<file path="config.mk">
export PLATFORM = sky130hd
export DESIGN_NAME = port_io_with_pin_match
export DESIGN_NICKNAME = d
export VERILOG_FILES = /design/src/port_io_pkg.sv /design/src/port_io_with_pin_match.sv
export SDC_FILE = /design/constraint.sdc
export NUM_CORES = 1
export LEC_CHECK = 0
export BUFFER_PORTS_ARGS = -buffer_cell sky130_fd_sc_hd__buf_4
export CORE_MARGIN = 3
export CORE_UTILIZATION = 40
export CTS_CLUSTER_SIZE = 14
export DETAILED_ROUTE_END_ITERATION = 8
export GPL_ROUTABILITY_DRIVEN = 0
export PLACE_DENSITY = 0.63
export SLEW_MARGIN = 10
export SYNTH_ARGS = -nofsm -noshare
export SYNTH_HDL_FRONTEND = slang
export SYNTH_SLANG_ARGS = --single-unit
</file>
<file path="constraint.sdc">
create_clock -name mclk -period 3.2 [get_ports mclk]
set_clock_uncertainty 0.05 [all_clocks]
set_input_delay 0.96 -clock mclk [delete_from_list [all_inputs] [get_ports mclk]]
set_output_delay 0.96 -clock mclk [all_outputs]
set_load 0.02 [all_outputs]
</file>
<file path="src/port_io_pkg.sv">
// port_io_pkg: register addresses, pages, reset values and field positions
// for the three-port i/o block with port match.
// assumes an 8-bit special function register bus with a page number.
package port_io_pkg;

  // register pages
  localparam logic [3:0] PAGE_MAIN = 4'h0;
  localparam logic [3:0] PAGE_ALT = 4'hF;

  // port data registers, decoded on every page
  localparam logic [7:0] ADDR_PORT_ZERO = 8'h80;
  localparam logic [7:0] ADDR_PORT_ONE = 8'h90;
  localparam logic [7:0] ADDR_PORT_TWO = 8'hA0;

  // main page registers
  localparam logic [7:0] ADDR_P0_OUTPUT_MODE = 8'hA4;
  localparam logic [7:0] ADDR_P1_OUTPUT_MODE = 8'hA5;
  localparam logic [7:0] ADDR_P2_OUTPUT_MODE = 8'hA6;
  localparam logic [7:0] ADDR_P1_COMPARE_MASK = 8'hBF;
  localparam logic [7:0] ADDR_P0_COMPARE_MASK = 8'hC7;
  localparam logic [7:0] ADDR_P1_MATCH_VALUE = 8'hCF;
  localparam logic [7:0] ADDR_P0_CROSSBAR_SKIP = 8'hD4;
  localparam logic [7:0] ADDR_P1_CROSSBAR_SKIP = 8'hD5;
  localparam logic [7:0] ADDR_P0_MATCH_VALUE = 8'hD7;
  localparam logic [7:0] ADDR_CROSSBAR_SEL_ZERO = 8'hE1;
  localparam logic [7:0] ADDR_CROSSBAR_SEL_ONE = 8'hE2;
  localparam logic [7:0] ADDR_CROSSBAR_SEL_TWO = 8'hE3;
  localparam logic [7:0] ADDR_P0_INPUT_MODE = 8'hF1;
  localparam logic [7:0] ADDR_P1_INPUT_MODE = 8'hF2;

  // alternate page registers
  localparam logic [7:0] ADDR_P0_DRIVE_STRENGTH = 8'hA4;
  localparam logic [7:0] ADDR_P1_DRIVE_STRENGTH = 8'hA5;
  localparam logic [7:0] ADDR_P2_DRIVE_STRENGTH = 8'hA6;

  // field positions
  localparam int CROSSBAR_ENABLE_POS = 6;
  localparam int DIGITAL_ONLY_POS = 7;

  // values after reset
  localparam logic [7:0] RST_PORT_LATCH = 8'hFF;
  localparam logic [7:0] RST_MATCH_VALUE = 8'hFF;
  localparam logic [7:0] RST_COMPARE_MASK = 8'h00;
  localparam logic [7:0] RST_CROSSBAR_SKIP = 8'h00;
  localparam logic [7:0] RST_INPUT_MODE = 8'hFF;
  localparam logic [7:0] RST_OUTPUT_MODE = 8'h00;
  localparam logic [7:0] RST_DRIVE_STRENGTH = 8'h00;
  localparam logic [7:0] RST_CROSSBAR_SEL = 8'h00;
  localparam logic [7:0] RST_READ_DATA = 8'h00;

  // pin count: eight on port zero, eight on port one, one on port two
  localparam int PIN_COUNT = 17;

endpackage : port_io_pkg

</file>
<file path="src/port_io_with_pin_match.sv">
// port_io_with_pin_match: port data latches, pin readback, pin configuration,
// pin driver control and port match for two 8-bit ports and one extra pin.
// assumes a single-cycle register bus on mclk; pins and crossbar signals
// arrive synchronous to mclk; read data appears one cycle after sfr_rd.
//
// How it works
// a mismatch event is raised when masked pins differ from masked match value
// mask bits pick compared pins; masked pins never cause a mismatch
// the mismatch event drives both an interrupt request and a wake request
// matching uses real pin levels, whatever the crossbar routes
// port data registers take byte writes and single-bit writes
// written port data is latched and keeps driving toward the pins
// ordinary port reads return pin levels, even for crossbar-owned pins
// read-modify-write reads return the latch, not the pins
// port data registers decode on every page
// skip bits exclude pins from crossbar assignment
// input mode bits select analog or digital, never changed automatically
// the top pin of port two is always digital, no analog selection
// output mode bits select open-drain or push-pull, never changed automatically
// two-wire bus data and clock pins are forced open-drain
// drive strength bits select high or low drive, low after reset
// all drivers stay off while the crossbar enable bit is clear
// mismatch is evaluated each clock from synchronised pins and held while differing
`timescale 1ns/1ns
`default_nettype none

module port_io_with_pin_match
  import port_io_pkg::*;
(
  input wire logic mclk,
  input wire logic rst_n,
  input wire logic [7:0] sfr_addr,
  input wire logic [3:0] sfr_page,
  input wire logic sfr_wr,
  input wire logic [7:0] sfr_wdata,
  input wire logic sfr_bit_wr,
  input wire logic [2:0] sfr_bit_sel,
  input wire logic sfr_bit_val,
  input wire logic sfr_rd,
  input wire logic sfr_rmw,
  output logic [7:0] sfr_rdata,
  input wire logic [7:0] port_zero_pin_in,
  input wire logic [7:0] port_one_pin_in,
  input wire logic digital_only_pin_in,
  output logic [7:0] port_zero_pin_out,
  output logic [7:0] port_one_pin_out,
  output logic digital_only_pin_out,
  output logic [7:0] port_zero_pin_oe_n,
  output logic [7:0] port_one_pin_oe_n,
  output logic digital_only_pin_oe_n,
  output logic [7:0] port_zero_pin_high_drive,
  output logic [7:0] port_one_pin_high_drive,
  output logic digital_only_pin_high_drive,
  output logic [7:0] port_zero_pin_analog,
  output logic [7:0] port_one_pin_analog,
  input wire logic [16:0] xbar_pin_owned,
  input wire logic [16:0] xbar_pin_data,
  input wire logic [16:0] xbar_pin_two_wire,
  output logic [7:0] crossbar_pin_exclude_zero,
  output logic [7:0] crossbar_pin_exclude_one,
  output logic [7:0] crossbar_function_select_zero,
  output logic [7:0] crossbar_function_select_one,
  output logic [7:0] crossbar_function_select_two,
  output logic port_mismatch_irq,
  output logic port_mismatch_wake
);

  // configuration registers
  logic [7:0] port_zero_latch_reg, port_one_latch_reg, port_two_latch_reg;
  logic [7:0] p0_output_mode_reg, p1_output_mode_reg, p2_output_mode_reg;
  logic [7:0] p0_drive_reg, p1_drive_reg, p2_drive_reg;
  logic [7:0] p0_mask_reg, p1_mask_reg, p0_match_reg, p1_match_reg;
  logic [7:0] p0_skip_reg, p1_skip_reg, p0_input_mode_reg, p1_input_mode_reg;
  logic [7:0] crossbar_select_zero_reg, crossbar_select_one_reg, crossbar_select_two_reg, p0_analog_reg, p1_analog_reg;
  logic [7:0] rdata_next;

  // pin synchronisers
  logic [16:0] pin_meta_reg, pin_sync_reg;
  logic mismatch_reg;

  // page decode
  wire page_main = (sfr_page == PAGE_MAIN);
  wire page_alt = (sfr_page == PAGE_ALT);

  // port data decode on every page
  wire sel_p0 = (sfr_addr == ADDR_PORT_ZERO);
  wire sel_p1 = (sfr_addr == ADDR_PORT_ONE);
  wire sel_p2 = (sfr_addr == ADDR_PORT_TWO);

  wire sel_p0_mdout = page_main && (sfr_addr == ADDR_P0_OUTPUT_MODE);
  wire sel_p1_mdout = page_main && (sfr_addr == ADDR_P1_OUTPUT_MODE);
  wire sel_p2_mdout = page_main && (sfr_addr == ADDR_P2_OUTPUT_MODE);
  wire sel_p0_drv = page_alt && (sfr_addr == ADDR_P0_DRIVE_STRENGTH);
  wire sel_p1_drv = page_alt && (sfr_addr == ADDR_P1_DRIVE_STRENGTH);
  wire sel_p2_drv = page_alt && (sfr_addr == ADDR_P2_DRIVE_STRENGTH);
  wire sel_p0_mask = page_main && (sfr_addr == ADDR_P0_COMPARE_MASK);
  wire sel_p1_mask = page_main && (sfr_addr == ADDR_P1_COMPARE_MASK);
  wire sel_p0_mat = page_main && (sfr_addr == ADDR_P0_MATCH_VALUE);
  wire sel_p1_mat = page_main && (sfr_addr == ADDR_P1_MATCH_VALUE);
  wire sel_p0_skip = page_main && (sfr_addr == ADDR_P0_CROSSBAR_SKIP);
  wire sel_p1_skip = page_main && (sfr_addr == ADDR_P1_CROSSBAR_SKIP);
  wire sel_crossbar_select_zero = page_main && (sfr_addr == ADDR_CROSSBAR_SEL_ZERO);
  wire sel_crossbar_select_one = page_main && (sfr_addr == ADDR_CROSSBAR_SEL_ONE);
  wire sel_crossbar_select_two = page_main && (sfr_addr == ADDR_CROSSBAR_SEL_TWO);
  wire sel_p0_mdin = page_main && (sfr_addr == ADDR_P0_INPUT_MODE);
  wire sel_p1_mdin = page_main && (sfr_addr == ADDR_P1_INPUT_MODE);

  // single-bit write sets or clears one latch bit, others kept
  wire [7:0] bit_mask = 8'h01 << sfr_bit_sel;
  wire [7:0] bit_set = sfr_bit_val ? bit_mask : 8'h00;
  wire [7:0] p0_latch_next = sfr_wr ? sfr_wdata
                           : ((port_zero_latch_reg & ~bit_mask) | bit_set);
  wire [7:0] p1_latch_next = sfr_wr ? sfr_wdata
                           : ((port_one_latch_reg & ~bit_mask) | bit_set);
  wire [7:0] p2_latch_next = sfr_wr ? sfr_wdata
                           : ((port_two_latch_reg & ~bit_mask) | bit_set);
  wire port_wr = sfr_wr || sfr_bit_wr;

  // synchronised pin views
  wire [7:0] p0_pins = pin_sync_reg[7:0];
  wire [7:0] p1_pins = pin_sync_reg[15:8];
  wire [7:0] p2_pins = {pin_sync_reg[16], 7'h00};

  // port reads: pins normally, latch for read-modify-write
  wire [7:0] p0_read = sfr_rmw ? port_zero_latch_reg : p0_pins; // see R7
  wire [7:0] p1_read = sfr_rmw ? port_one_latch_reg : p1_pins; // see R7
  wire [7:0] p2_read = sfr_rmw ? port_two_latch_reg : p2_pins; // see R7

  // match comparison on real pin levels, masked per bit
  wire [7:0] p0_diff = (p0_pins ^ p0_match_reg) & p0_mask_reg; // see R2
  wire [7:0] p1_diff = (p1_pins ^ p1_match_reg) & p1_mask_reg; // see R2
  wire mismatch_next = (|p0_diff) || (|p1_diff); // see R1

  // flattened per-pin configuration
  wire [16:0] latch_all = {port_two_latch_reg[DIGITAL_ONLY_POS], port_one_latch_reg,
                           port_zero_latch_reg};
  wire [16:0] push_pull_all = {p2_output_mode_reg[DIGITAL_ONLY_POS], p1_output_mode_reg,
                               p0_output_mode_reg};
  wire [16:0] drive_all = {p2_drive_reg[DIGITAL_ONLY_POS], p1_drive_reg, p0_drive_reg};
  wire [16:0] digital_all = {1'b1, p1_input_mode_reg, p0_input_mode_reg};
  wire crossbar_on = crossbar_select_two_reg[CROSSBAR_ENABLE_POS];

  logic [16:0] pin_value_next, pin_oe_n_next, pin_high_next;
  logic [16:0] pin_value_reg, pin_oe_n_reg, pin_high_reg;

  genvar i;
  generate
    for (i = 0; i < PIN_COUNT; i++) begin : g_pin
      wire value = xbar_pin_owned[i] ? xbar_pin_data[i] : latch_all[i];
      wire push_pull = push_pull_all[i] && !xbar_pin_two_wire[i]; // see R13
      wire drives = push_pull || !value;
      assign pin_value_next[i] = value;
      // drivers off with crossbar disabled or in analog mode
      assign pin_oe_n_next[i] = !(crossbar_on && digital_all[i] && drives); // see R16
      assign pin_high_next[i] = drive_all[i];
    end
  endgenerate

  // read data select
  always_comb begin
    rdata_next = RST_READ_DATA;
    if (sel_p0) begin
      rdata_next = p0_read;
    end else if (sel_p1) begin
      rdata_next = p1_read;
    end else if (sel_p2) begin
      rdata_next = p2_read;
    end else if (sel_p0_mdout) begin
      rdata_next = p0_output_mode_reg;
    end else if (sel_p1_mdout) begin
      rdata_next = p1_output_mode_reg;
    end else if (sel_p2_mdout) begin
      rdata_next = p2_output_mode_reg;
    end else if (sel_p0_drv) begin
      rdata_next = p0_drive_reg;
    end else if (sel_p1_drv) begin
      rdata_next = p1_drive_reg;
    end else if (sel_p2_drv) begin
      rdata_next = p2_drive_reg;
    end else if (sel_p0_mask) begin
      rdata_next = p0_mask_reg;
    end else if (sel_p1_mask) begin
      rdata_next = p1_mask_reg;
    end else if (sel_p0_mat) begin
      rdata_next = p0_match_reg;
    end else if (sel_p1_mat) begin
      rdata_next = p1_match_reg;
    end else if (sel_p0_skip) begin
      rdata_next = p0_skip_reg;
    end else if (sel_p1_skip) begin
      rdata_next = p1_skip_reg;
    end else if (sel_crossbar_select_zero) begin
      rdata_next = crossbar_select_zero_reg;
    end else if (sel_crossbar_select_one) begin
      rdata_next = crossbar_select_one_reg;
    end else if (sel_crossbar_select_two) begin
      rdata_next = crossbar_select_two_reg;
    end else if (sel_p0_mdin) begin
      rdata_next = p0_input_mode_reg;
    end else if (sel_p1_mdin) begin
      rdata_next = p1_input_mode_reg;
    end
  end

  // port output latches
  always_ff @(posedge mclk or negedge rst_n) begin
    if (!rst_n) begin
      port_zero_latch_reg <= RST_PORT_LATCH;
      port_one_latch_reg <= RST_PORT_LATCH;
      port_two_latch_reg <= RST_PORT_LATCH;
    end else begin
      if (port_wr && sel_p0) port_zero_latch_reg <= p0_latch_next; // see R6
      if (port_wr && sel_p1) port_one_latch_reg <= p1_latch_next; // see R6
      if (port_wr && sel_p2) port_two_latch_reg <= p2_latch_next; // see R6
    end
  end

  // output mode and drive strength
  always_ff @(posedge mclk or negedge rst_n) begin
    if (!rst_n) begin
      p0_output_mode_reg <= RST_OUTPUT_MODE;
      p1_output_mode_reg <= RST_OUTPUT_MODE;
      p2_output_mode_reg <= RST_OUTPUT_MODE;
      p0_drive_reg <= RST_DRIVE_STRENGTH;
      p1_drive_reg <= RST_DRIVE_STRENGTH;
      p2_drive_reg <= RST_DRIVE_STRENGTH;
    end else if (sfr_wr) begin
      if (sel_p0_mdout) p0_output_mode_reg <= sfr_wdata;
      if (sel_p1_mdout) p1_output_mode_reg <= sfr_wdata;
      if (sel_p2_mdout) p2_output_mode_reg <= sfr_wdata;
      if (sel_p0_drv) p0_drive_reg <= sfr_wdata;
      if (sel_p1_drv) p1_drive_reg <= sfr_wdata;
      if (sel_p2_drv) p2_drive_reg <= sfr_wdata;
    end
  end

  // match, mask, skip, input mode and crossbar selection
  always_ff @(posedge mclk or negedge rst_n) begin
    if (!rst_n) begin
      p0_mask_reg <= RST_COMPARE_MASK;
      p1_mask_reg <= RST_COMPARE_MASK;
      p0_match_reg <= RST_MATCH_VALUE;
      p1_match_reg <= RST_MATCH_VALUE;
      p0_skip_reg <= RST_CROSSBAR_SKIP;
      p1_skip_reg <= RST_CROSSBAR_SKIP;
      p0_input_mode_reg <= RST_INPUT_MODE;
      p1_input_mode_reg <= RST_INPUT_MODE;
      crossbar_select_zero_reg <= RST_CROSSBAR_SEL;
      crossbar_select_one_reg <= RST_CROSSBAR_SEL;
      crossbar_select_two_reg <= RST_CROSSBAR_SEL;
    end else if (sfr_wr) begin
      if (sel_p0_mask) p0_mask_reg <= sfr_wdata;
      if (sel_p1_mask) p1_mask_reg <= sfr_wdata;
      if (sel_p0_mat) p0_match_reg <= sfr_wdata;
      if (sel_p1_mat) p1_match_reg <= sfr_wdata;
      if (sel_p0_skip) p0_skip_reg <= sfr_wdata;
      if (sel_p1_skip) p1_skip_reg <= sfr_wdata;
      if (sel_p0_mdin) p0_input_mode_reg <= sfr_wdata;
      if (sel_p1_mdin) p1_input_mode_reg <= sfr_wdata;
      if (sel_crossbar_select_zero) crossbar_select_zero_reg <= sfr_wdata;
      if (sel_crossbar_select_one) crossbar_select_one_reg <= sfr_wdata;
      if (sel_crossbar_select_two) crossbar_select_two_reg <= sfr_wdata;
    end
  end

  // read data
  always_ff @(posedge mclk or negedge rst_n) begin
    if (!rst_n) begin
      sfr_rdata <= RST_READ_DATA;
    end else if (sfr_rd) begin
      sfr_rdata <= rdata_next;
    end
  end

  // pin synchroniser and mismatch
  always_ff @(posedge mclk or negedge rst_n) begin
    if (!rst_n) begin
      pin_meta_reg <= '0;
      pin_sync_reg <= '0;
      mismatch_reg <= 1'b0;
    end else begin
      pin_meta_reg <= {digital_only_pin_in, port_one_pin_in, port_zero_pin_in};
      pin_sync_reg <= pin_meta_reg;
      mismatch_reg <= mismatch_next;
    end
  end

  // registered pin controls
  always_ff @(posedge mclk or negedge rst_n) begin
    if (!rst_n) begin
      pin_value_reg <= '1;
      pin_oe_n_reg <= '1;
      pin_high_reg <= '0;
      p0_analog_reg <= ~RST_INPUT_MODE;
      p1_analog_reg <= ~RST_INPUT_MODE;
    end else begin
      pin_value_reg <= pin_value_next;
      p0_analog_reg <= ~p0_input_mode_reg;
      p1_analog_reg <= ~p1_input_mode_reg;
      pin_oe_n_reg <= pin_oe_n_next;
      pin_high_reg <= pin_high_next;
    end
  end

  assign port_zero_pin_out = pin_value_reg[7:0];
  assign port_one_pin_out = pin_value_reg[15:8];
  assign digital_only_pin_out = pin_value_reg[16];
  assign port_zero_pin_oe_n = pin_oe_n_reg[7:0];
  assign port_one_pin_oe_n = pin_oe_n_reg[15:8];
  assign digital_only_pin_oe_n = pin_oe_n_reg[16];
  assign port_zero_pin_high_drive = pin_high_reg[7:0];
  assign port_one_pin_high_drive = pin_high_reg[15:8];
  assign digital_only_pin_high_drive = pin_high_reg[16];
  assign port_zero_pin_analog = p0_analog_reg;
  assign port_one_pin_analog = p1_analog_reg;
  assign crossbar_pin_exclude_zero = p0_skip_reg;
  assign crossbar_pin_exclude_one = p1_skip_reg;
  assign crossbar_function_select_zero = crossbar_select_zero_reg;
  assign crossbar_function_select_one = crossbar_select_one_reg;
  assign crossbar_function_select_two = crossbar_select_two_reg;
  assign port_mismatch_irq = mismatch_reg;
  assign port_mismatch_wake = mismatch_reg;
endmodule : port_io_with_pin_match

`default_nettype wire

</file>
==> run summary, run 1 <==
Run status: completed
# clock sinks: 270
Register bit count reported by yosys: 270
Power, Total: 7.47 mW
Number of rows in the core area: 63
Average vias per placed instance: 5.64
Vias in the first global route: 9,398
Wire length of the first global-routing pass: 59,100 um
Area growth from synthesis to layout: 26.2%
Final Cycle Share: 82.3%
Root Buffer Master: clkbuf_16
Cell count after placement: 1,589
Number of nets with antenna violations after routing: 0
Sum of routed wire length over all layers: 39,200 um
Number of DRC violations after detailed-routing iteration 0: 1,066
Top cells by area in the synthesized netlist: dfrtp_1 (37%), dfstp_2 (19%), mux2_2 (15%)
GR met2 Demand/Resource: 37.1%
Worst skew pair latency: 0.55 ns
# setup viols final: 0
Post-layout min period: 2.63 ns
Fin cells: 1,643
Final slew viol count: 0
Count leader, synth: dfrtp_1
Worst rel slew slack: 64.2%
Sequential element share of the synthesized area: 56.5%
Die width: 180 um
Share of synthesized registers carrying an async set or reset: 100%
Aggregate global routing overflow: 0
Slack of the worst reg-to-reg path: 1.12 ns
Pwr Density: 486 nW/um2
Post-cts sizing count: 0
Worst hold path class: input pin to async pin
Leak Pwr: 7.16 nW
Number of hold-repair buffers added at the cts stage: 0
Max Cap Viol: 0
Required arrival time at the worst endpoint: 3.58 ns
Postcts setup bufs: 0
Initial core utilization: 40.8%
Antenna violations before repair: 0
DRC violation count after routing: 0
Hold violation count in the final report: 0
Most used DFF post-synth: dfrtp_1
Met1 Resource Use GR: 33.2%
Leading cell types by count after synthesis: dfrtp_1 (180), mux2_2 (167), dfstp_2 (90)
Worst slack, placed: 0.0232 ns
# H-tree levels: 1
Cell accounting for the most synthesized area: dfrtp_1
Die ar.: 32,500 um2
Top Ports: 215
Count of distinct cell types in the synthesized netlist: 70
Netlist area before placement: 12,200 um2
Die boundary height: 180 um
Vias: 9,260
Drt first pass iters: 6
Final-stage net count: 1,328
Worst Path Class, Setup: input pin to register
Placeable core area: 29,800 um2
Peak-usage layer in the global routing report: met2
Top-area cell type share of the netlist area: 37.0%
Setup crit start kind: input pin
Synth warnings: 0
Number of enable-type register cells in the synthesized netlist: 0
Register clock-pin slew on the reported worst setup and hold paths: 0.06 ns
Number of diodes added for antenna fixing: 0
CTS Buffer Depth: 3
Proportion of layout cells with a drive suffix above 1: 47.4%
Achievable clock frequency: 0.380 GHz
RSZ-0062 raised after global routing: false
Layout Utilization: 51.5%
Crit end category: register
Data arrival time of the critical path: 3.01 ns
Maximum fanout encountered on the critical timing path: 8
Largest net degree at the start of global routing: 93
Met3 GRT Util: 3.53%
Actual slew at the worst max-slew pin: 0.531 ns
Post-synth net total: 1,098
Setup WS post-layout: 0.567 ns
Maximum VDD drop: 360 uV
Setup TNS after final layout: 0 ns
TritonCTS clock tree: yes
Overall global routing resource usage: 23.4%
Post-detailed-route wirelength per cell: 23.8 um
Count of input and output buffers: 214
DP HPWL: 28,700 um
Post-Syn Area per Cell: 12.2 um2
Total CTS buffers: 29
Synthesized instance count: 1,000
## cell families (layout without fill, tap and decap cells)
group / after synthesis / in the layout / synth area share (%)
mux: 190 / 190 / 18.2
flops: 270 / 270 / 56.5
buf+inv: 99 / 352 / 3.25
simple gates: 225 / 225 / 9.52
xor+xnor: 16 / 16 / 1.15
compound gates: 200 / 200 / 11.4
## cell type report
class	count	area (um2)
inverters	40	155
clock buffers	44	852
repair buffers	258	1980
fillers	2629	14400
flip-flops and latches	270	6870
multi-input cells	631	4900
clock inverters	10	110
well taps	390	488
## worst max-delay path, cell delays in order
cell	delay (ns)
buf_4	0.12
or4_1	0.70
nor2_1	0.21
nand2_1	0.18
nor2_2	0.44
mux2_2	0.39
## per-layer routing
metal  part of all wire, %  vias up
li1                      -     4135
met1                    43     4597
met2                    46      443
met3                   7.2       85
met4                   3.7        0
met5                     0        -
## cell usage in the layout (no fill, tap or decap), drive strengths merged, types with 10 or more instances in the layout
master	instances
buf	258
nor2b	17
o31ai	11
mux2i	10
o21ai	56
clkbuf	44
dfstp	90
inv	40
dfrtp	180
mux2	175
o22ai	13
nor3	13
nand3	33
nor2	61
a21oi	21
xor2	16
o221ai	12
nand2	57
a222oi	13
## power by group
part	internal (mW)	total (mW)	switching, mW
combinational	0.225	0.581	0.356
clock	1.99	3.34	1.35
sequential	3.49	3.54	0.0479
## worst paths after layout
kind                                                        from                                      end  depth (start not counted)
max in group asynchronous                                  rst_n                                async pin                          2
worst max-delay path                                 sfr_page[0]  crossbar_pin_exclude_one[1]$_DFFE_PN0P_                          6
worst min register to register        pin_meta_reg[16]$_DFF_PN0_               pin_sync_reg[16]$_DFF_PN0_                          0
worst min-delay path                                       rst_n        port_zero_pin_analog[0]$_DFF_PN0_                          1
worst max register to register  p1_input_mode_reg[3]$_DFFE_PN1P_                 sfr_rdata[3]$_DFFE_PN0P_                          6
min in group mclk                     pin_meta_reg[16]$_DFF_PN0_               pin_sync_reg[16]$_DFF_PN0_                          0
## stage by stage
step	area [um2]	hold slack (ns)
2_1_floorplan	12200	0.281
3_3_place_gp	14400	0.283
3_5_place_dp	14400	0.286
4_1_cts	15400	0.177
5_1_grt	15400	0.182
6_report	15400	0.185
(Power assumes the default switching activity.)
==> run 2, diff against run 1 <==
==> constraint.sdc (replaced) <==
create_clock -name mclk -period 2.5 [get_ports mclk]
set_clock_uncertainty 0.05 [all_clocks]
set_input_delay 0.75 -clock mclk [delete_from_list [all_inputs] [get_ports mclk]]
set_output_delay 0.75 -clock mclk [all_outputs]
set_load 0.02 [all_outputs]
==> run summary, run 2 (synthesis gave the netlist of run 1 again) <==
Number of rows in the core area: 63 (unchanged)
DP HPWL: 30,400 um (was 28,700 um)
Switching share of power: 23.1% (was 23.5%)
Maximum VDD drop: 455 uV (was 360 uV)
Worst hold path class: input pin to async pin (unchanged)
Actual slew at the worst max-slew pin: 0.661 ns (was 0.531 ns)
Register-to-Register Path Depth: 6 (unchanged)
Slack of the worst reg-to-reg path: 0.53 ns (was 1.12 ns)
Area growth from synthesis to layout: 31.7% (was 26.2%)
Drt first pass iters: 8 (was 6)
Vias in the first global route: 9,666 (was 9,398)
Footprint of the multi-input gates: 4950 um2 (was 4900 um2)
Worst skew pair latency: 0.54 ns (was 0.55 ns)
Average vias per placed instance: 5.58 (was 5.64)
Layout filler cell count: 2,598 (was 2,629)
Worst rel slew slack: 55.4% (was 64.2%)
Setup crit start kind: input pin (unchanged)
Endpoint of the most critical register-to-register path: sfr_rdata[4]$_DFFE_PN0P_ (was sfr_rdata[3]$_DFFE_PN0P_)
Critical path's slowest cell: a211oi_1 (was or4_1)
Initial core utilization: 40.8% (unchanged)
Final Cycle Share: 91.9%
Leak Pwr: 7.58 nW (was 7.16 nW)
Final slew viol count: 0 (unchanged)
Proportion of layout cells with a drive suffix above 1: 50.9% (was 47.4%)
Critical path's largest stage delay: 0.39 ns (was 0.70 ns)
Hold violation count in the final report: 0 (unchanged)
Power Internal: 7.62 mW (was 5.71 mW)
Achievable clock frequency: 0.435 GHz
Cell repeated most along the worst path: buf_4
Sequential cell fraction of total power: 45.7% (was 47.4%)
Number of diodes added for antenna fixing: 0 (unchanged)
Post-detailed-route wirelength per cell: 23.5 um (was 23.8 um)
Portion of total power attributed to combinational logic: 8.2% (was 7.8%)
Number of hold-repair buffers added at the cts stage: 0 (unchanged)
Die boundary height: 180 um (unchanged)
Most common library cell in the layout ignoring fill and taps: buf_4 (unchanged)
Vias: 9,541 (was 9,260)
Post-cts sizing count: 0 (unchanged)
Die ar.: 32,500 um2 (unchanged)
Number of nets with antenna violations after routing: 0 (unchanged)
RSZ-0062 raised after global routing: false (unchanged)
DRC violation count after routing: 0 (unchanged)
Run status: completed (unchanged)
Net switching power of the design: 2.28 mW (was 1.76 mW)
# H-tree levels: 1 (unchanged)
Postcts setup bufs: 0 (unchanged)
Top Ports: 215 (unchanged)
# setup viols final: 0 (unchanged)
Antenna violations before repair: 0 (unchanged)
Required arrival time at the worst endpoint: 2.85 ns (was 3.58 ns)
Aggregate global routing overflow: 0 (unchanged)
Max Cap Viol: 0 (unchanged)
CTS Buffer Depth: 3 (unchanged)
Data arrival time of the critical path: 2.65 ns (was 3.01 ns)
Most frequent cells in the layout: buf_4 (319), dfrtp_1 (180), mux2_2 (167) (was buf_4 (254), dfrtp_1 (180), mux2_2 (167))
TritonCTS clock tree: yes (unchanged)
Die width: 180 um (unchanged)
Power, Total: 9.91 mW (was 7.47 mW)
# clock sinks: 270 (unchanged)
Sum of routed wire length over all layers: 40,200 um (was 39,200 um)
Crit end category: register (unchanged)
Flip-flop and latch area: 6870 um2 (unchanged)
Post-layout min period: 2.30 ns
Placeable core area: 29,800 um2 (unchanged)
Maximum fanout encountered on the critical timing path: 6 (was 8)
Number of DRC violations after detailed-routing iteration 0: 1,090 (was 1,066)
Register clock-pin slew on the reported worst setup and hold paths: 0.06 ns (about the same)
Root Buffer Master: clkbuf_16 (unchanged)
Worst Path Class, Setup: input pin to register (unchanged)
Count of input and output buffers: 214 (unchanged)
Startpoint of the lowest-slack register-to-register path: crossbar_function_select_two[4]$_DFFE_PN0P_ (was p1_input_mode_reg[3]$_DFFE_PN1P_)
Wire length of the first global-routing pass: 60,500 um (was 59,100 um)
Largest net degree at the start of global routing: 51 (was 93)
Overall global routing resource usage: 24.0% (was 23.4%)
Clock Power Share: 46.1% (was 44.8%)
Final-stage net count: 1,395 (was 1,328)
Total CTS buffers: 28 (was 29)
Layout Utilization: 53.8% (was 51.5%)
Cell-by-cell listing of the critical path: buf_4 > buf_4 > or2_2 > or2_2 > buf_4 > o22ai_1 > o21ai_0 > a211oi_1 > o21ai_0 (was buf_4 > or4_1 > nor2_1 > nand2_1 > nor2_2 > mux2_2)
Pwr Density: 618 nW/um2 (was 486 nW/um2)
## run 2: metrics by stage
| step | TNS, ns | cells | setup WS (ns) | instance area [um2] | hold WS, ns |
|---|---|---|---|---|---|
| finish | 0 | 1709 | 0.202 | 16000 | 0.0594 |
| global route | 0 | 1709 | 0.0590 | 16000 | 0.0686 |
| CTS | 0 | 1709 | 0.254 | 16000 | 0.0551 |
| floorplan | -2.14 | 1000 | -0.120 | 12200 | 0.281 |
| detailed placement | -16.92 | 1657 | -0.303 | 15000 | 0.285 |
| global placement | -15.47 | 1657 | -0.353 | 15000 | 0.283 |
## run 2: how the worst max path moves through the flow
stage,startpoint,to,slack [ns],cells after the start
final,sfr_addr[4],sfr_rdata[2]$_DFFE_PN0P_,0.20,9
after global routing,sfr_page[0],sfr_rdata[0]$_DFFE_PN0P_,0.06,9
after CTS,sfr_addr[4],sfr_rdata[2]$_DFFE_PN0P_,0.25,9
after detailed placement,sfr_addr[4],sfr_rdata[2]$_DFFE_PN0P_,-0.30,9
after global placement,sfr_addr[4],sfr_rdata[2]$_DFFE_PN0P_,-0.35,9
after floorplan,sfr_addr[0],p0_mask_reg[7]$_DFFE_PN0P_,-0.12,7
## run 2: cell type report
class,instances,share of cell area [%]
well taps,390,3.05
multi-input cells,631,30.9
clock inverters,13,1.07
repair buffers,326,15.8
inverters,40,0.968
clock buffers,39,5.39
flip-flops and latches,270,42.9
## run 2: power groups by stage
stage          Combinational (mW)  Sequential [mW]  Clock, mW
2_1_floorplan               0.290             4.61          0
3_3_place_gp                0.798             4.60          0
3_5_place_dp                0.806             4.60          0
4_1_cts                     0.809             4.53       4.65
5_1_grt                     0.869             4.54       4.83
6_report                    0.808             4.53       4.57
## run 2: critical path, delay by kind of cell
family                 cells  cell delay, ns
AND/OR/NAND/NOR            2            0.64
AO/OA/AOI/OAI              4            0.82
buffers and inverters      3            0.43
## run 2: per-layer routing
metal  GRT usage, %  up-vias  part of all wire, %
met5              0        -                    0
met4           6.94        0                  3.3
met3           4.14       76                  7.6
met2           38.4      452                   46
met1           33.9     4750                   43
li1               -     4263                    -
==> run 3, diff against run 2 <==
--- a/config.mk
+++ b/config.mk
@@ -5,13 +5,14 @@
 export SDC_FILE = /design/constraint.sdc
 export NUM_CORES = 1
 export LEC_CHECK = 0
+export ABC_AREA = 1
 export BUFFER_PORTS_ARGS = -buffer_cell sky130_fd_sc_hd__buf_4
 export CORE_MARGIN = 3
 export CORE_UTILIZATION = 40
 export CTS_CLUSTER_SIZE = 14
 export DETAILED_ROUTE_END_ITERATION = 8
 export GPL_ROUTABILITY_DRIVEN = 0
-export PLACE_DENSITY = 0.63
+export PLACE_DENSITY = 0.64
 export SLEW_MARGIN = 10
 export SYNTH_ARGS = -nofsm -noshare
 export SYNTH_HDL_FRONTEND = slang
==> run summary, run 3 <==
Number of diodes added for antenna fixing: 0 (unchanged)
Wire length of the first global-routing pass: 59,000 um (was 60,500 um)
Worst hold path class: input pin to async pin (unchanged)
Number of enable-type register cells in the synthesized netlist: 0 (unchanged)
Critical path's slowest cell: nor3_4 (was a211oi_1)
Most frequent cells in the layout: nand2_1 (357), buf_4 (282), o21ai_0 (195) (was buf_4 (319), dfrtp_1 (180), mux2_2 (167))
Average vias per placed instance: 5.23 (was 5.58)
# setup viols final: 1 (was 0)
Data arrival time of the critical path: 2.93 ns (was 2.65 ns)
Achievable clock frequency: 0.393 GHz (was 0.435 GHz)
Synth Area in Compound Gates: 9.95% (was 11.4%)
Pwr Density: 632 nW/um2 (was 618 nW/um2)
Antenna violations before repair: 0 (unchanged)
Adder-Cell Fraction of Synth Area: 0% (unchanged)
Cell accounting for the most synthesized area: dfrtp_1 (unchanged)
Aggregate global routing overflow: 0 (unchanged)
Hold violation count in the final report: 0 (unchanged)
Synth Area in Simple Gates: 24.4% (was 9.52%)
Most common library cell in the layout ignoring fill and taps: nand2_1 (was buf_4)
Share of synthesized area spent on multiplexers: 0.356% (was 18.2%)
Post-synth net total: 1,397 (was 1,098)
Leak Pwr: 6.85 nW (was 7.58 nW)
Register bit count reported by yosys: 270 (unchanged)
Initial core utilization: 41.2% (was 40.8%)
Max Cap Viol: 0 (unchanged)
Maximum fanout encountered on the critical timing path: 7 (was 6)
Total CTS buffers: 28 (unchanged)
Top-area cell type share of the netlist area: 38.9% (was 37.0%)
Required arrival time at the worst endpoint: 2.89 ns (was 2.85 ns)
DRC violation count after routing: 0 (unchanged)
Layout Utilization: 54.8% (was 53.8%)
RSZ-0062 raised after global routing: true (was false)
Setup crit start kind: input pin (unchanged)
Die ar.: 31,100 um2 (was 32,500 um2)
Sequential element share of the synthesized area: 59.3% (was 56.5%)
Final Cycle Share: 102% (was 91.9%)
Power, Total: 9.76 mW (was 9.91 mW)
Critical path's largest stage delay: 0.26 ns (was 0.39 ns)
Largest delay share family, worst path: simple AND/OR/NAND/NOR gates (was compound AO/OA/AOI/OAI gates)
Run status: finished, violations left (was completed)
Sum of routed wire length over all layers: 39,300 um (was 40,200 um)
Count of input and output buffers: 214 (unchanged)
Crit end category: register (unchanged)
Die width: 176 um (was 180 um)
Post-detailed-route wirelength per cell: 19.8 um (was 23.5 um)
Netlist area before placement: 11,600 um2 (was 12,200 um2)
Number of nets with antenna violations after routing: 0 (unchanged)
Worst skew pair latency: 0.55 ns (was 0.54 ns)
Layout filler cell count: 2,530 (was 2,598)
Die boundary height: 176 um (was 180 um)
CTS Buffer Depth: 3 (unchanged)
Cell-by-cell listing of the critical path: buf_6 > inv_4 > nand2_4 > nor2_4 > buf_12 > buf_6 > nand3_2 > nand3_2 > nor2_2 > nand4_1 > nor2_1 > nand4_1 > nor3_4 > nand4_1 > nor2_1 > nand4_1 > nand2_1 > nand2_1 (was buf_4 > buf_4 > or2_2 > or2_2 > buf_4 > o22ai_1 > o21ai_0 > a211oi_1 > o21ai_0)
Proportion of layout cells with a drive suffix above 1: 31.8% (was 50.9%)
Overall global routing resource usage: 24.7% (was 24.0%)
Final slew viol count: 0 (unchanged)
Worst Path Class, Setup: input pin to register (unchanged)
# H-tree levels: 1 (unchanged)
Placeable core area: 28,200 um2 (was 29,800 um2)
Number of buffers and inverters on the critical path: 4 (was 3)
Violated checks: negative setup slack
Synth warnings: 0 (unchanged)
Share of synthesized registers carrying an async set or reset: 100% (unchanged)
Area growth from synthesis to layout: 33.2% (was 31.7%)
Register clock-pin slew on the reported worst setup and hold paths: 0.06 ns (about the same)
Count of distinct cell types in the synthesized netlist: 35 (was 70)
Cell repeated most along the worst path: nand4_1 (was buf_4)
DP HPWL: 29,000 um (was 30,400 um)
Largest family of logic cells by synthesized area: simple AND/OR/NAND/NOR gates (was multiplexers)
Root Buffer Master: clkbuf_16 (unchanged)
Synthesized instance count: 1,299 (was 1,000)
Count leader, synth: nand2_1 (was dfrtp_1)
Number of DRC violations after detailed-routing iteration 0: 1,114 (was 1,090)
Leading cell types by count after synthesis: nand2_1 (362), o21ai_0 (195), dfrtp_1 (180) (was dfrtp_1 (180), mux2_2 (167), dfstp_2 (90))
Top cells by area in the synthesized netlist: dfrtp_1 (39%), dfstp_2 (20%), nand2_1 (12%) (was dfrtp_1 (37%), dfstp_2 (19%), mux2_2 (15%))
Largest net degree at the start of global routing: 53 (was 51)
Top Ports: 215 (unchanged)
Maximum VDD drop: 552 uV (was 455 uV)
Final-stage net count: 1,686 (was 1,395)
Synthesized-area fraction occupied by xor and xnor cells: 0.151% (was 1.15%)
Vias in the first global route: 9,974 (was 9,666)
Actual slew at the worst max-slew pin: 0.608 ns (was 0.661 ns)
Worst rel slew slack: 59.1% (was 55.4%)
Vias: 10,400 (was 9,541)
Number of rows in the core area: 61 (was 63)
Post-layout min period: 2.54 ns (was 2.30 ns)
Number of hold-repair buffers added at the cts stage: 0 (unchanged)
Drt first pass iters: 6 (was 8)
# clock sinks: 270 (unchanged)
Setup WS post-layout: -0.0447 ns (was 0.202 ns)
TritonCTS clock tree: yes (unchanged)
Post-Syn Area per Cell: 8.92 um2 (was 12.2 um2)
Most used DFF post-synth: dfrtp_1 (unchanged)
==> run 3: changes by cell type after synthesis, moves of 14 or more <==
cell | previous run | this run
nand2_1 | 56 | 362
mux2_2 | 167 | 1
o21ai_0 | 53 | 195
inv_1 | 39 | 115
nand3_1 | 32 | 71
nor2_1 | 57 | 89
nand4_1 | 6 | 37
nor2b_1 | 17 | 0
a21oi_1 | 21 | 5
inv_2 | 0 | 15
xor2_1 | 16 | 2
==> run 3: worst register-to-register path, cell delays in order, from the launching register on <==
cell	delay [ns]
dfrtp_1	0.42
nand3_2	0.09
nand3_2	0.10
nor2_2	0.16
nand4_1	0.24
nor2_1	0.17
nand4_1	0.16
nor3_4	0.26
nand4_1	0.14
nor2_1	0.12
nand4_1	0.13
nand2_1	0.12
nand2_1	0.06
==> run 3: per-layer routing <==
metal / share of wire [%] / vias to the layer above / GRT usage, %
met2: 47 / 492 / 39.9
li1: - / 4800 / -
met4: 4.5 / 0 / 9.27
met1: 41 / 4968 / 33.8
met3: 7.3 / 127 / 3.78
met5: 0 / - / 0
==> run 3: report_power, final <==
| group | switching (mW) | total, mW | internal (mW) |
|---|---|---|---|
| registers | 0.0450 | 4.51 | 4.47 |
| logic | 0.398 | 0.652 | 0.253 |
| clock network | 1.74 | 4.60 | 2.86 |
==> run 3: repair_timing <==
action,CTS,global route
cloned,0,1
buffers inserted,0,10
setup endpoints to repair,1,1
resized for setup,1,31
pin swaps,0,17
==> run 3: cell type report <==
class / count / area [um2] / area share (%)
Clock buffer: 37 / 795 / 5.15
Clock inverter: 14 / 240 / 1.56
Inverter: 130 / 499 / 3.23
Multi-Input combinational cell: 857 / 4130 / 26.7
Sequential cell: 270 / 6870 / 44.5
Tap cell: 378 / 473 / 3.06
Timing Repair Buffer: 301 / 2430 / 15.8
==> run 3: stage by stage <==
step	TNS, ns	instances	cell area (um2)	worst slack [ns]	hold slack [ns]
finish	-0.0447	1987	15400	-0.0447	0.0776
global route	-0.112	1987	15400	-0.0608	0.115
CTS	0	1976	15200	0.0236	0.0974
detailed placement	-2.18	1925	14200	-0.569	0.285
global placement	-1.69	1925	14200	-0.562	0.284
floorplan	0	1299	11600	0.309	0.281
==> run 3: worst paths after layout <==
path                                                                  start                                           to  slack [ns]  cells after the start
worst max-delay path                                            sfr_page[3]                     sfr_rdata[3]$_DFFE_PN0P_       -0.04                     18
worst min-delay path                                                  rst_n  crossbar_function_select_one[5]$_DFFE_PN0P_        0.08                      1
worst max register to register  crossbar_function_select_two[3]$_DFFE_PN0P_                     sfr_rdata[3]$_DFFE_PN0P_        0.20                     12
worst min register to register                    pin_meta_reg[2]$_DFF_PN0_                    pin_sync_reg[2]$_DFF_PN0_        0.30                      0
max in group asynchronous                                             rst_n                  p0_match_reg[3]$_DFFE_PN1P_        1.63                      2
min in group mclk                                        port_one_pin_in[5]                   pin_meta_reg[13]$_DFF_PN0_        0.26                      1
==> run 3: cell families after synthesis <==
kind of cell / count (synthesis)
buffers and inverters: 172
multiplexers: 4
AO/OA/AOI/OAI: 223
flip-flops: 270
XOR/XNOR: 2
AND/OR/NAND/NOR: 628
